**config.mk**
```make
export PLATFORM = sky130hd
export DESIGN_NAME = tsp_core_pipe
export DESIGN_NICKNAME = d
export VERILOG_FILES = /design/src/tsp_pkg.sv /design/src/tsp_core_pipe.sv /design/src/tsp_shift_misc.sv
export SDC_FILE = /design/constraint.sdc
export NUM_CORES = 2
export LEC_CHECK = 0
export ABC_AREA = 0
export BUFFER_PORTS_ARGS = -buffer_cell sky130_fd_sc_hd__buf_2
export CORE_UTILIZATION = 46
export DETAILED_ROUTE_END_ITERATION = 16
export GPL_TIMING_DRIVEN = 1
export SYNTH_ARGS = -nofsm -noshare
export SYNTH_HDL_FRONTEND = slang
export SYNTH_SLANG_ARGS = --single-unit
```
**constraint.sdc**
```tcl
create_clock -name mclk_in -period 17.7 [get_ports mclk_in]
set_input_delay 5.31 -clock mclk_in [delete_from_list [all_inputs] [get_ports mclk_in]]
set_output_delay 5.31 -clock mclk_in [all_outputs]
set_load 0.01 [all_outputs]
```
**src/tsp_pkg.sv**
```systemverilog
// Shared constants and types of the two-stage core pipeline control.
package tsp_pkg;

    // ------------------------------------------------------------------
    // Datapath sizes and timing counts
    // ------------------------------------------------------------------
    localparam int          XLEN          = 32;
    localparam int          NREG          = 16;
    localparam int          FIFO_DEPTH    = 3;
    localparam logic [2:0]  FIFO_DEPTH_C  = 3'h3;
    localparam logic [31:0] FETCH_STRIDE  = 32'h00000004;
    localparam logic [1:0]  STORE_BUSY_CY = 2'h2;
    localparam logic [31:0] RESET_PC      = 32'h00000000;

    // ------------------------------------------------------------------
    // Instruction word layout and load size codes
    // ------------------------------------------------------------------
    localparam int         LD_SIGN_BIT = 2;
    localparam logic [1:0] SZ_BYTE     = 2'h0;
    localparam logic [1:0] SZ_WORD     = 2'h1;
    localparam int         BCC_NE_BIT  = 0;
    localparam int         IMM_SIGN    = 15;

    typedef enum logic [3:0] {
        OP_ADD, OP_SUB, OP_AND, OP_OR, OP_XOR, OP_SHL, OP_SHR, OP_SAR,
        OP_MISC, OP_LOAD, OP_STORE, OP_BCC, OP_JMP, OP_ADDI, OP_NOP
    } tsp_op_e;

    typedef struct packed {
        tsp_op_e     op;
        logic [3:0]  rd;
        logic [3:0]  ra;
        logic [3:0]  rb;
        logic [15:0] imm;
    } tsp_insn_s;

    // ------------------------------------------------------------------
    // Platform bus address phase
    // ------------------------------------------------------------------
    typedef struct packed {
        logic        req;
        logic        write;
        logic [31:0] addr;
    } tsp_bus_cmd_s;

endpackage

```
**src/tsp_core_pipe.sv**
```systemverilog
// Fetch and operand pipeline control of a small 32-bit core on a two-phase bus.
`timescale 1ns/1ps
module tsp_core_pipe (
    input  wire logic                  mclk_in,        // Core clock, 125 MHz
    input  wire logic                  sys_rst_in,     // Synchronous reset, active high
    input  wire logic                  start_valid_in, // Start address strobe from reset sequencer
    input  wire logic [31:0]           start_addr_in,  // First fetch address
    output tsp_pkg::tsp_bus_cmd_s      bus_cmd_out,    // Address phase command
    output logic      [31:0]           bus_wdata_out,  // Write data phase, registered
    input  wire logic [31:0]           bus_rdata_in,   // Read data phase
    input  wire logic                  bus_ready_in,   // Data phase completes
    output logic                       exec_valid_out, // Register result written last cycle
    output logic      [31:0]           exec_result_out // Execute result bus, registered
);
    typedef struct packed {
        logic [tsp_pkg::NREG-1:0][31:0]       regs;
        logic                                 fetch_en;
        logic [31:0]                          fetch_pc;
        logic                                 ic_v;
        logic [31:0]                          ic_pc;
        logic [tsp_pkg::FIFO_DEPTH-1:0][31:0] fq_word;
        logic [tsp_pkg::FIFO_DEPTH-1:0][31:0] fq_pc;
        logic [2:0]                           cnt;
        logic                                 ds_v;
        tsp_pkg::tsp_insn_s                   ds_ir;
        logic [31:0]                          ds_pc;
        logic                                 ag_v;
        tsp_pkg::tsp_insn_s                   ag_ir;
        logic [31:0]                          ag_pc;
        logic [31:0]                          ag_a;
        logic [31:0]                          ag_b;
        logic                                 ld_v;
        logic [3:0]                           ld_rd;
        logic [2:0]                           ld_mode;
        logic [1:0]                           ld_lane;
        logic                                 st_dp;
        logic [31:0]                          st_data;
        logic [1:0]                           st_busy;
        logic                                 zflag;
        logic                                 ex_v;
        logic [31:0]                          ex_res;
    } tsp_state_s;
    tsp_state_s         s_r;
    tsp_state_s         s_nxt;
    tsp_pkg::tsp_insn_s ag;
    tsp_pkg::tsp_insn_s ds;
    tsp_pkg::tsp_insn_s nxt_ir;
    logic [31:0]        ea;
    logic [31:0]        alu_res;
    logic [31:0]        sh_res;
    logic [31:0]        ld_data;
    logic [31:0]        ds_bt;
    logic [31:0]        redir_pc;
    logic [31:0]        nxt_pc;
    logic [31:0]        lane_d;
    logic [2:0]         occ;
    logic               hold;
    logic               alu_wr;
    logic               op_access;
    logic               ag_redirect;
    logic               ds_redirect;
    logic               ds_adv;
    logic               ds_fill;
    logic               st_enter;
    logic               fetch_issue;
    logic               fetch_arrive;
    logic               actual_taken;
    assign ag = s_r.ag_ir;
    assign ds = s_r.ds_ir;
    // Operand read with forwarding from execute and from the load data phase.
    function automatic logic [31:0] rd_fwd(input tsp_state_s st, input logic [3:0] idx, input logic aw,
                                           input logic [31:0] ares, input logic [31:0] ldat);
        logic [31:0] v;
        v = st.regs[idx];
        if (st.ld_v && st.ld_rd == idx) begin
            v = ldat;
        end
        if (aw && st.ag_ir.rd == idx) begin
            v = ares;
        end
        return v;
    endfunction

    tsp_shift_misc u_shifter_misc_engine (
        .op_in   (ag.op),
        .a_in    (s_r.ag_a),
        .b_in    (s_r.ag_b),
        .res_out (sh_res)
    );

    // ------------------------------------------------------------------
    // Execute stage and bus arbitration
    // ------------------------------------------------------------------
    always_comb begin
        ea = s_r.ag_a + {{16{ag.imm[tsp_pkg::IMM_SIGN]}}, ag.imm};
        unique case (ag.op)
            tsp_pkg::OP_ADD:  alu_res = s_r.ag_a + s_r.ag_b;
            tsp_pkg::OP_SUB:  alu_res = s_r.ag_a - s_r.ag_b;
            tsp_pkg::OP_AND:  alu_res = s_r.ag_a & s_r.ag_b;
            tsp_pkg::OP_OR:   alu_res = s_r.ag_a | s_r.ag_b;
            tsp_pkg::OP_XOR:  alu_res = s_r.ag_a ^ s_r.ag_b;
            tsp_pkg::OP_SHL, tsp_pkg::OP_SHR, tsp_pkg::OP_SAR, tsp_pkg::OP_MISC: alu_res = sh_res;
            default:          alu_res = ea;
        endcase
        alu_wr = s_r.ag_v && (ag.op <= tsp_pkg::OP_MISC || ag.op == tsp_pkg::OP_ADDI);
        // A stalled data phase freezes every stage; nothing new reaches the bus meanwhile.
        hold = (s_r.ic_v || s_r.ld_v || s_r.st_dp) && !bus_ready_in;
        op_access = s_r.ag_v && (ag.op == tsp_pkg::OP_LOAD || ag.op == tsp_pkg::OP_STORE) && !hold;
        actual_taken = ag.rd[tsp_pkg::BCC_NE_BIT] ? !s_r.zflag : s_r.zflag;
        ag_redirect = !hold && s_r.ag_v && (ag.op == tsp_pkg::OP_JMP ||
                      (ag.op == tsp_pkg::OP_BCC && actual_taken != ag.imm[tsp_pkg::IMM_SIGN]));
        if (ag.op == tsp_pkg::OP_BCC) begin
            redir_pc = actual_taken ? s_r.ag_b : s_r.ag_pc + tsp_pkg::FETCH_STRIDE;
        end else begin
            redir_pc = ea;
        end
        lane_d = bus_rdata_in >> {s_r.ld_lane, 3'h0};
        unique case (s_r.ld_mode[1:0])
            tsp_pkg::SZ_BYTE: ld_data = {{24{lane_d[7] & s_r.ld_mode[tsp_pkg::LD_SIGN_BIT]}}, lane_d[7:0]};
            tsp_pkg::SZ_WORD: ld_data = {{16{lane_d[15] & s_r.ld_mode[tsp_pkg::LD_SIGN_BIT]}}, lane_d[15:0]};
            default:          ld_data = lane_d;
        endcase
    end

    // ------------------------------------------------------------------
    // Stage advance, fetch and buffer
    // ------------------------------------------------------------------
    always_comb begin
        s_nxt = s_r;
        ds_bt = s_r.ds_pc + {{14{ds.imm[tsp_pkg::IMM_SIGN]}}, ds.imm, 2'h0};
        st_enter = 1'b0;
        ds_adv = 1'b0;
        ds_fill = 1'b0;
        ds_redirect = 1'b0;
        fetch_issue = 1'b0;
        fetch_arrive = 1'b0;
        nxt_ir = s_r.fq_word[0];
        nxt_pc = s_r.fq_pc[0];
        occ = 3'h0;
        bus_cmd_out = '0;
        s_nxt.ex_v = alu_wr && !hold;
        if (s_r.st_busy != 2'h0) begin
            s_nxt.st_busy = s_r.st_busy - 2'h1;
        end
        if (!s_r.fetch_en && start_valid_in) begin
            s_nxt.fetch_en = 1'b1;
            s_nxt.fetch_pc = start_addr_in;
        end
        if (!hold) begin
            // Execute stage retires; loads and stores start their address phase here.
            s_nxt.ag_v = 1'b0;
            s_nxt.ld_v = 1'b0;
            s_nxt.st_dp = 1'b0;
            if (s_r.ld_v) begin
                s_nxt.regs[s_r.ld_rd] = ld_data;
            end
            if (alu_wr) begin
                s_nxt.regs[ag.rd] = alu_res;
                s_nxt.zflag = (alu_res == 32'h00000000);
                s_nxt.ex_res = alu_res;
            end
            if (op_access) begin
                bus_cmd_out = '{req: 1'b1, write: (ag.op == tsp_pkg::OP_STORE), addr: ea};
                if (ag.op == tsp_pkg::OP_LOAD) begin
                    s_nxt.ld_v = 1'b1;
                    s_nxt.ld_rd = ag.rd;
                    s_nxt.ld_mode = ag.rb[2:0];
                    s_nxt.ld_lane = ea[1:0];
                end else begin
                    s_nxt.st_dp = 1'b1;
                    s_nxt.st_data = s_r.ag_b;
                end
            end
            // Decode stage: a store waits out the busy window, a branch may redirect early.
            ds_adv = s_r.ds_v && !ag_redirect && !(ds.op == tsp_pkg::OP_STORE && s_r.st_busy != 2'h0);
            if (ds_adv) begin
                s_nxt.ag_v = 1'b1;
                s_nxt.ag_ir = ds;
                s_nxt.ag_pc = s_r.ds_pc;
                s_nxt.ag_a = rd_fwd(s_r, ds.ra, alu_wr, alu_res, ld_data);
                s_nxt.ag_b = rd_fwd(s_r, (ds.op == tsp_pkg::OP_STORE) ? ds.rd : ds.rb, alu_wr, alu_res, ld_data);
                st_enter = (ds.op == tsp_pkg::OP_STORE);
                if (st_enter) begin
                    s_nxt.st_busy = tsp_pkg::STORE_BUSY_CY;
                end
                if (ds.op == tsp_pkg::OP_BCC) begin
                    s_nxt.ag_b = ds_bt;
                    ds_redirect = ds.imm[tsp_pkg::IMM_SIGN];
                end
            end
            if (ag_redirect || ds_redirect) begin
                s_nxt.cnt = 3'h0;
                s_nxt.ds_v = 1'b0;
                s_nxt.fetch_pc = ag_redirect ? redir_pc : ds_bt;
            end else begin
                fetch_arrive = s_r.ic_v;
                s_nxt.ds_v = s_r.ds_v && !ds_adv;
                // A load keeps decode occupied for its second cycle.
                ds_fill = (!s_r.ds_v || ds_adv) && !(ds_adv && ds.op == tsp_pkg::OP_LOAD)
                          && (s_r.cnt != 3'h0 || fetch_arrive);
                if (s_r.cnt == 3'h0) begin
                    nxt_ir = bus_rdata_in;
                    nxt_pc = s_r.ic_pc;
                end
                if (ds_fill) begin
                    s_nxt.ds_v = 1'b1;
                    s_nxt.ds_ir = nxt_ir;
                    s_nxt.ds_pc = nxt_pc;
                end
                if (ds_fill && s_r.cnt != 3'h0) begin
                    s_nxt.fq_word[0] = s_r.fq_word[1];
                    s_nxt.fq_word[1] = s_r.fq_word[2];
                    s_nxt.fq_pc[0] = s_r.fq_pc[1];
                    s_nxt.fq_pc[1] = s_r.fq_pc[2];
                    s_nxt.cnt = s_r.cnt - 3'h1;
                end
                if (fetch_arrive && !(ds_fill && s_r.cnt == 3'h0)) begin
                    s_nxt.fq_word[s_nxt.cnt[1:0]] = bus_rdata_in;
                    s_nxt.fq_pc[s_nxt.cnt[1:0]] = s_r.ic_pc;
                    s_nxt.cnt = s_nxt.cnt + 3'h1;
                end
                occ = s_nxt.cnt;
                fetch_issue = s_r.fetch_en && !op_access && occ < tsp_pkg::FIFO_DEPTH_C;
            end
            s_nxt.ic_v = fetch_issue;
            if (fetch_issue) begin
                bus_cmd_out = '{req: 1'b1, write: 1'b0, addr: s_r.fetch_pc};
                s_nxt.ic_pc = s_r.fetch_pc;
                s_nxt.fetch_pc = s_r.fetch_pc + tsp_pkg::FETCH_STRIDE;
            end
        end
    end

    always_ff @(posedge mclk_in) begin
        if (sys_rst_in) begin
            s_r <= '0;
            s_r.fetch_pc <= tsp_pkg::RESET_PC;
        end else begin
            s_r <= s_nxt;
        end
    end

    assign bus_wdata_out = s_r.st_data;
    assign exec_valid_out = s_r.ex_v;
    assign exec_result_out = s_r.ex_res;
endmodule

```
**src/tsp_shift_misc.sv**
```systemverilog
// Shifter and miscellaneous execute engine beside the main arithmetic unit.
`timescale 1ns/1ps
module tsp_shift_misc (
    input  wire tsp_pkg::tsp_op_e op_in,   // Shift or misc operation
    input  wire logic [31:0]      a_in,    // Value operand
    input  wire logic [31:0]      b_in,    // Shift amount operand
    output logic      [31:0]      res_out  // Engine result
);
    logic [4:0] amt;

    // barrel shifts plus a byte-reverse as the misc operation.
    always_comb begin
        amt = b_in[4:0];
        unique case (op_in)
            tsp_pkg::OP_SHL: res_out = a_in << amt;
            tsp_pkg::OP_SHR: res_out = a_in >> amt;
            tsp_pkg::OP_SAR: res_out = $unsigned($signed(a_in) >>> amt);
            default:         res_out = {a_in[7:0], a_in[15:8], a_in[23:16], a_in[31:24]};
        endcase
    end
endmodule

```
After elaboration in Yosys (flattened, before gate mapping)

Index checks and enable logic that the tools add are counted.

Shifts and indexed selects: 4
Reduce and logical (&&, ||, !) cells: 63
Mux-type cells: 66
Bitwise logic cells: 8
$lt $le $gt $ge: 10
Add/subtract/negate cells: 9
Eq/ne operators: 22

Operator list:

| kind                    | number |
|---|---|
| $mux W512               | 3 |
| $bwmux W512             | 2 |
| $mux W32                | 19 |
| $mux W195               | 3 |
| $mux W500               | 1 |
| $bmux W32 S4            | 2 |
| $demux W32 S4           | 2 |
| $mux W64                | 4 |
| $mux W67                | 3 |
| $bwmux W96              | 2 |
| $mux W192               | 1 |
| $pmux W32 S6            | 1 |
| $mux W129               | 1 |
| $mux W34                | 3 |
| $add A32 B32 Y32        | 3 |
| $pmux W32 S3            | 1 |
| $mux W65                | 1 |
| $add A32 B3 Y32 const B | 2 |
| $demux W32 S2           | 1 |
| $pmux W32 S2            | 1 |
| $shr A32 B5 Y32         | 2 |
| $mux W43                | 1 |
| $eq A4 B4 Y1 const B    | 9 |
| $mux W33                | 1 |
| other kinds (39)        | 113 |

Register bits after elaboration: 1046

Logic depth before layout (Yosys ltp)

Depth after elaboration: 31
Mapped depth: 25
Depth with buffers taken out: 19

Modules after synthesis

A second synthesis with hierarchy kept.

Cell total of the unflattened synthesis: 9062
Area, all modules: 69621.8 µm²

Modules (own cells, without submodules):

| module         | instances | sequential area each (µm²) | cells each | area each (µm²) |
|---|---|---|---|---|
| tsp_core_pipe  | 1         | 20840.0                    | 8482       | 64944.8 |
| tsp_shift_misc | 1         | 0.0                        | 580        | 4677.0 |

Worst setup path after synthesis

No wires, ideal clock.

Path kind: input port to output port
From: input bus_ready_in
To: output bus_cmd_out[16] (netlist name)
Stages: 17
Arrival time: 8.624 ns
Buffers on the path: 3
Required time: 12.390 ns
Path slack: 3.766 ns
Cell sequence: o211a_1 -> a22oi_1 -> o21ai_0 -> clkbuf_1 -> clkbuf_1 -> o21ai_0 -> ha_1 -> nand2_1 -> mux2_2 -> nand3_1 -> o221ai_1 -> a211oi_1 -> inv_1 -> nor2_1 -> clkbuf_1 -> nand2_1 -> nand2_1

RTL lines:

| item               | RTL line            | source |
|---|---|---|
| start: declaration | tsp_core_pipe.sv:11 | `input wire logic bus_ready_in,` |
| end: declaration   | tsp_core_pipe.sv:8  | `output tsp_pkg::tsp_bus_cmd_s bus_cmd_out,` |

==> flow_metrics.py <==
metrics = {
    "outcome": {
        "status": "finished, final reports clean",
    },
    "run": {
        "maxCapViolCount": 0,
    },
    "setup_path": {
        "required_ps": 12390,
        "r2r_setup_slack_ps": 10290,
        "crit_slowest_cell": "a211oi_4",
        "crit_chain": "buf_2, o211a_1, a22oi_1, o21ai_4, buf_4, xnor2_1, ha_1, nand2_1, mux2_2, nand3_1, o221ai_1, a211oi_4, inv_1, nor2_2, buf_4, nand2_1, o21ai_0, buf_2",
        "ff2ff_path_depth": 18,
        "path_max_fanout": 62,
        "worstPathArrival_ps": 10430,
        "crit_cells": 18,
        "cp_top_family": "compound AO/OA/AOI/OAI gates",
        "setup.worst_path.end": "bus_cmd_out[28]",
        "crit_path_start_kind": "primary input",
        "critPathMaxStageDelay_ps": 760,
        "r2r-end": "s_r[884]",
        "startpoint": "bus_ready_in",
        "crit_buf_inv": 5,
        "cp-end-kind": "output pin",
        "crit_type": "primary input to output pin",
        "reg2reg_from": "ag[29]",
    },
    "clock_network": {
        "postCtsResizedCells": 0,
        "hold_buffers": 0,
        "clockRootBuffer": "clkbuf_16",
        "cts_max_path_buffers": 3,
        "cts_made_buffers": 121,
        "tritoncts": "yes",
        "post_cts_buffers": 0,
        "clkSlewWorstSetupHoldPaths_ps": 60,
        "clock-sinks": 1041,
        "insertion_delay_ps": 830,
        "htree_num_levels": 3,
    },
    "die": {
        "fp.dieArea_mm2": 0.152,
        "core_mm2": 0.150,
        "io_pins": 167,
        "dieWidth_um": 390,
        "num_rows": 142,
        "start_util_pct": 46.3,
        "die_h_um": 390,
    },
    "logic_synthesis": {
        "synth.area.top_cells": "dfxtp_1, mux4_2, nand2_1, nor2_1, a211oi_1",
        "synth_edf_count": 0,
        "synth.avg_cell_area_um2": 7.79,
        "yosysUniqueCellTypes": 95,
        "async_flop_share_pct": 0,
        "ys.flop_type": "dfxtp_1",
        "synth_top_family_by_area": "compound AO/OA/AOI/OAI gates",
        "yosys.area_share.simple_pct": 21.1,
        "synth_top_area_share_pct": 30.1,
        "yosys.area.top_type": "dfxtp_1",
        "syn_inst": 8904,
        "synth_mux_area_share_pct": 14.0,
        "synth-xor-area-share_pct": 2.13,
        "syn_area_mm2": 0.0693,
        "synth_compound_area_share_pct": 23.2,
        "yosys_warnings": 0,
        "synth_fa_ha_area_share_pct": 3.06,
        "ys_ff_latch": 1041,
        "ys_seq_area_share_pct": 30.1,
        "synth.net_count": 9140,
    },
    "timing": {
        "rsz0062_at_grt": "false",
        "fin_crit_sh_pct": 88.9,
        "setup_violations": 0,
        "tns_ps": 0,
        "fmax_mhz": 63.5,
        "finalMaxSlewViolations": 0,
        "worst_pin_slew_ps": 1380,
        "min_period_ps": 15740,
        "maxSlewHeadroom_pct": 7.70,
        "fin_skew_ps": 120,
        "hold_viol": 0,
    },
    "global_routing": {
        "first_global_vias": 67700,
        "grt_max_degree": 136,
        "antenna_found_initial": 29,
        "grt_pass1_wl_um": 515000,
        "grt_overflow": 0,
        "grt_usage_pct": 46.8,
    },
    "detailed_routing": {
        "drt_iter0_drc": 12100,
        "drc": 0,
        "viasPerCell": 7.07,
        "routed_wl_um": 369000,
        "vias": 75100,
        "drt_pass1_iterations": 10,
        "drtAntennaViolNets": 0,
        "wl_per_cell_um": 34.8,
    },
    "pwr": {
        "p_clk_share_pct": 20.0,
        "powerDensity_mw_per_mm2": 175,
        "p_leak_uw": 0.0265,
        "p_comb_share_pct": 55.6,
        "vdd_ir_drop_max_mv": 0.192,
        "fin_total_pwr_uw": 13300,
        "p_int_uw": 6190,
        "power_frac_seq_pct": 24.4,
        "p_sw_uw": 7100,
        "power.share.switching_pct": 53.4,
    },
    "final_layout": {
        "areaGrowthSynthToFinish_pct": 9.22,
        "fill_cells": 14600,
        "seq_area_mm2": 0.0209,
        "final_nets": 8735,
        "finish.instance_area_mm2": 0.0757,
        "multi_input_area_mm2": 0.0446,
        "drive_above_1_share_pct": 14.0,
    },
    "placed_design": {
        "placed_area_mm2": 0.0715,
        "gp_congestion": 1.04,
        "hpwl_um": 242000,
        "portBuffers": 166,
    },
    "hold_path": {
        "holdCritPathClass": "flop to flop",
    },
}
## per-layer routing
| layer | global-route usage [%] | up-vias | routed length, um |
|---|---|---|---|
| met5 | 0.128 | - | 195 |
| met3 | 15.0 | 1351 | 51100 |
| li1 | - | 31600 | - |
| met1 | 62.9 | 36300 | 143000 |
| met4 | 30.1 | 26 | 29000 |
| met2 | 64.0 | 5843 | 146000 |
## layout make-up
class | count | share of cell area [%]
Clock inverter | 50 | 0.846
Clock buffer | 173 | 4.67
Tap cell | 2016 | 3.33
Sequential cell | 1041 | 27.6
Timing Repair Buffer | 453 | 4.02
Antenna cell | 7 | 0.0231
Inverter | 123 | 0.610
Multi-Input combinational cell | 6759 | 58.9
## how the worst min path moves through the flow
stage	cells after the start	slack, ps	from	endpoint
3_5_place_dp	2	450	bus_wdata_out[7]	bus_wdata_out[7]
4_1_cts	2	460	exec_result_out[27]	exec_result_out[27]
3_3_place_gp	2	440	bus_wdata_out[25]	bus_wdata_out[25]
6_report	2	450	s_r[448]	s_r[448]
2_1_floorplan	2	440	ag[16]	ag[16]
5_1_grt	2	470	bus_wdata_out[6]	bus_wdata_out[6]
## worst min-delay path, stage by stage (launching register included)
cell and delay [ps]:
dfxtp_1 310, nand2_1 50, a21oi_1 50
## cell usage in the layout, fill, tap and decap left out, types with 101 or more instances in the layout
| master | n |
|---|---|
| nand3_1 | 314 |
| mux4_2 | 354 |
| a211oi_1 | 528 |
| xnor2_1 | 101 |
| mux2i_1 | 122 |
| dfxtp_1 | 1030 |
| a21oi_1 | 576 |
| buf_4 | 283 |
| ha_1 | 165 |
| clkbuf_16 | 121 |
| o22ai_1 | 247 |
| inv_1 | 117 |
| a311oi_1 | 150 |
| nand2_1 | 1225 |
| buf_2 | 165 |
| nor2_1 | 1190 |
| nor3_1 | 317 |
| o21ai_0 | 483 |
## registers in the layout, indices dropped and copies added (netlist names)
name             count
s_r                917
bus_wdata_out       32
ds                  32
exec_result_out     32
ag                  27
exec_valid_out       1
## Yosys cell counts (76+ instances only)
library cell  instances
a211oi_1            529
a21oi_1             599
a311oi_1            150
buf_1                76
clkbuf_1            771
dfxtp_1            1041
ha_1                165
inv_1               117
mux2i_1             126
mux4_2              354
nand2_1            1228
nand3_1             326
nor2_1             1201
nor3_1              325
o211ai_1             92
o21ai_0             488
o22ai_1             247
xnor2_1             102
## metrics by stage
step | util [%] | worst slack [ps] | instances | hold slack (ps)
2_1_floorplan | - | 3770 | 8904 | 436
3_3_place_gp | 47.8 | 2290 | 10400 | 440
3_5_place_dp | 47.8 | 2100 | 10400 | 447
4_1_cts | 50.5 | 2110 | 10600 | 455
5_1_grt | 50.5 | 1800 | 10600 | 468
6_report | 50.5 | 1960 | 10600 | 454
## power groups by stage
stage,sequential (uW),clock (uW),combinational [uW]
2_1_floorplan,2940,0,4220
3_3_place_gp,3250,0,6970
3_5_place_dp,3250,0,6990
4_1_cts,3210,2660,7010
5_1_grt,3250,2760,7530
6_report,3240,2650,7390
## logic make-up (layout without fill, tap and decap cells)
group                      after synthesis  after routing
buffers and inverters                 1104            799
muxes                                  520            520
other                                    0              7
adders and majority gates              168            168
DFF                                   1041           1041
and+or+nand+nor                       3416           3416
AOI/OAI and AO/OA                     2488           2488
xor gates and xnor gates               167            167
(Power assumes the default switching activity.)
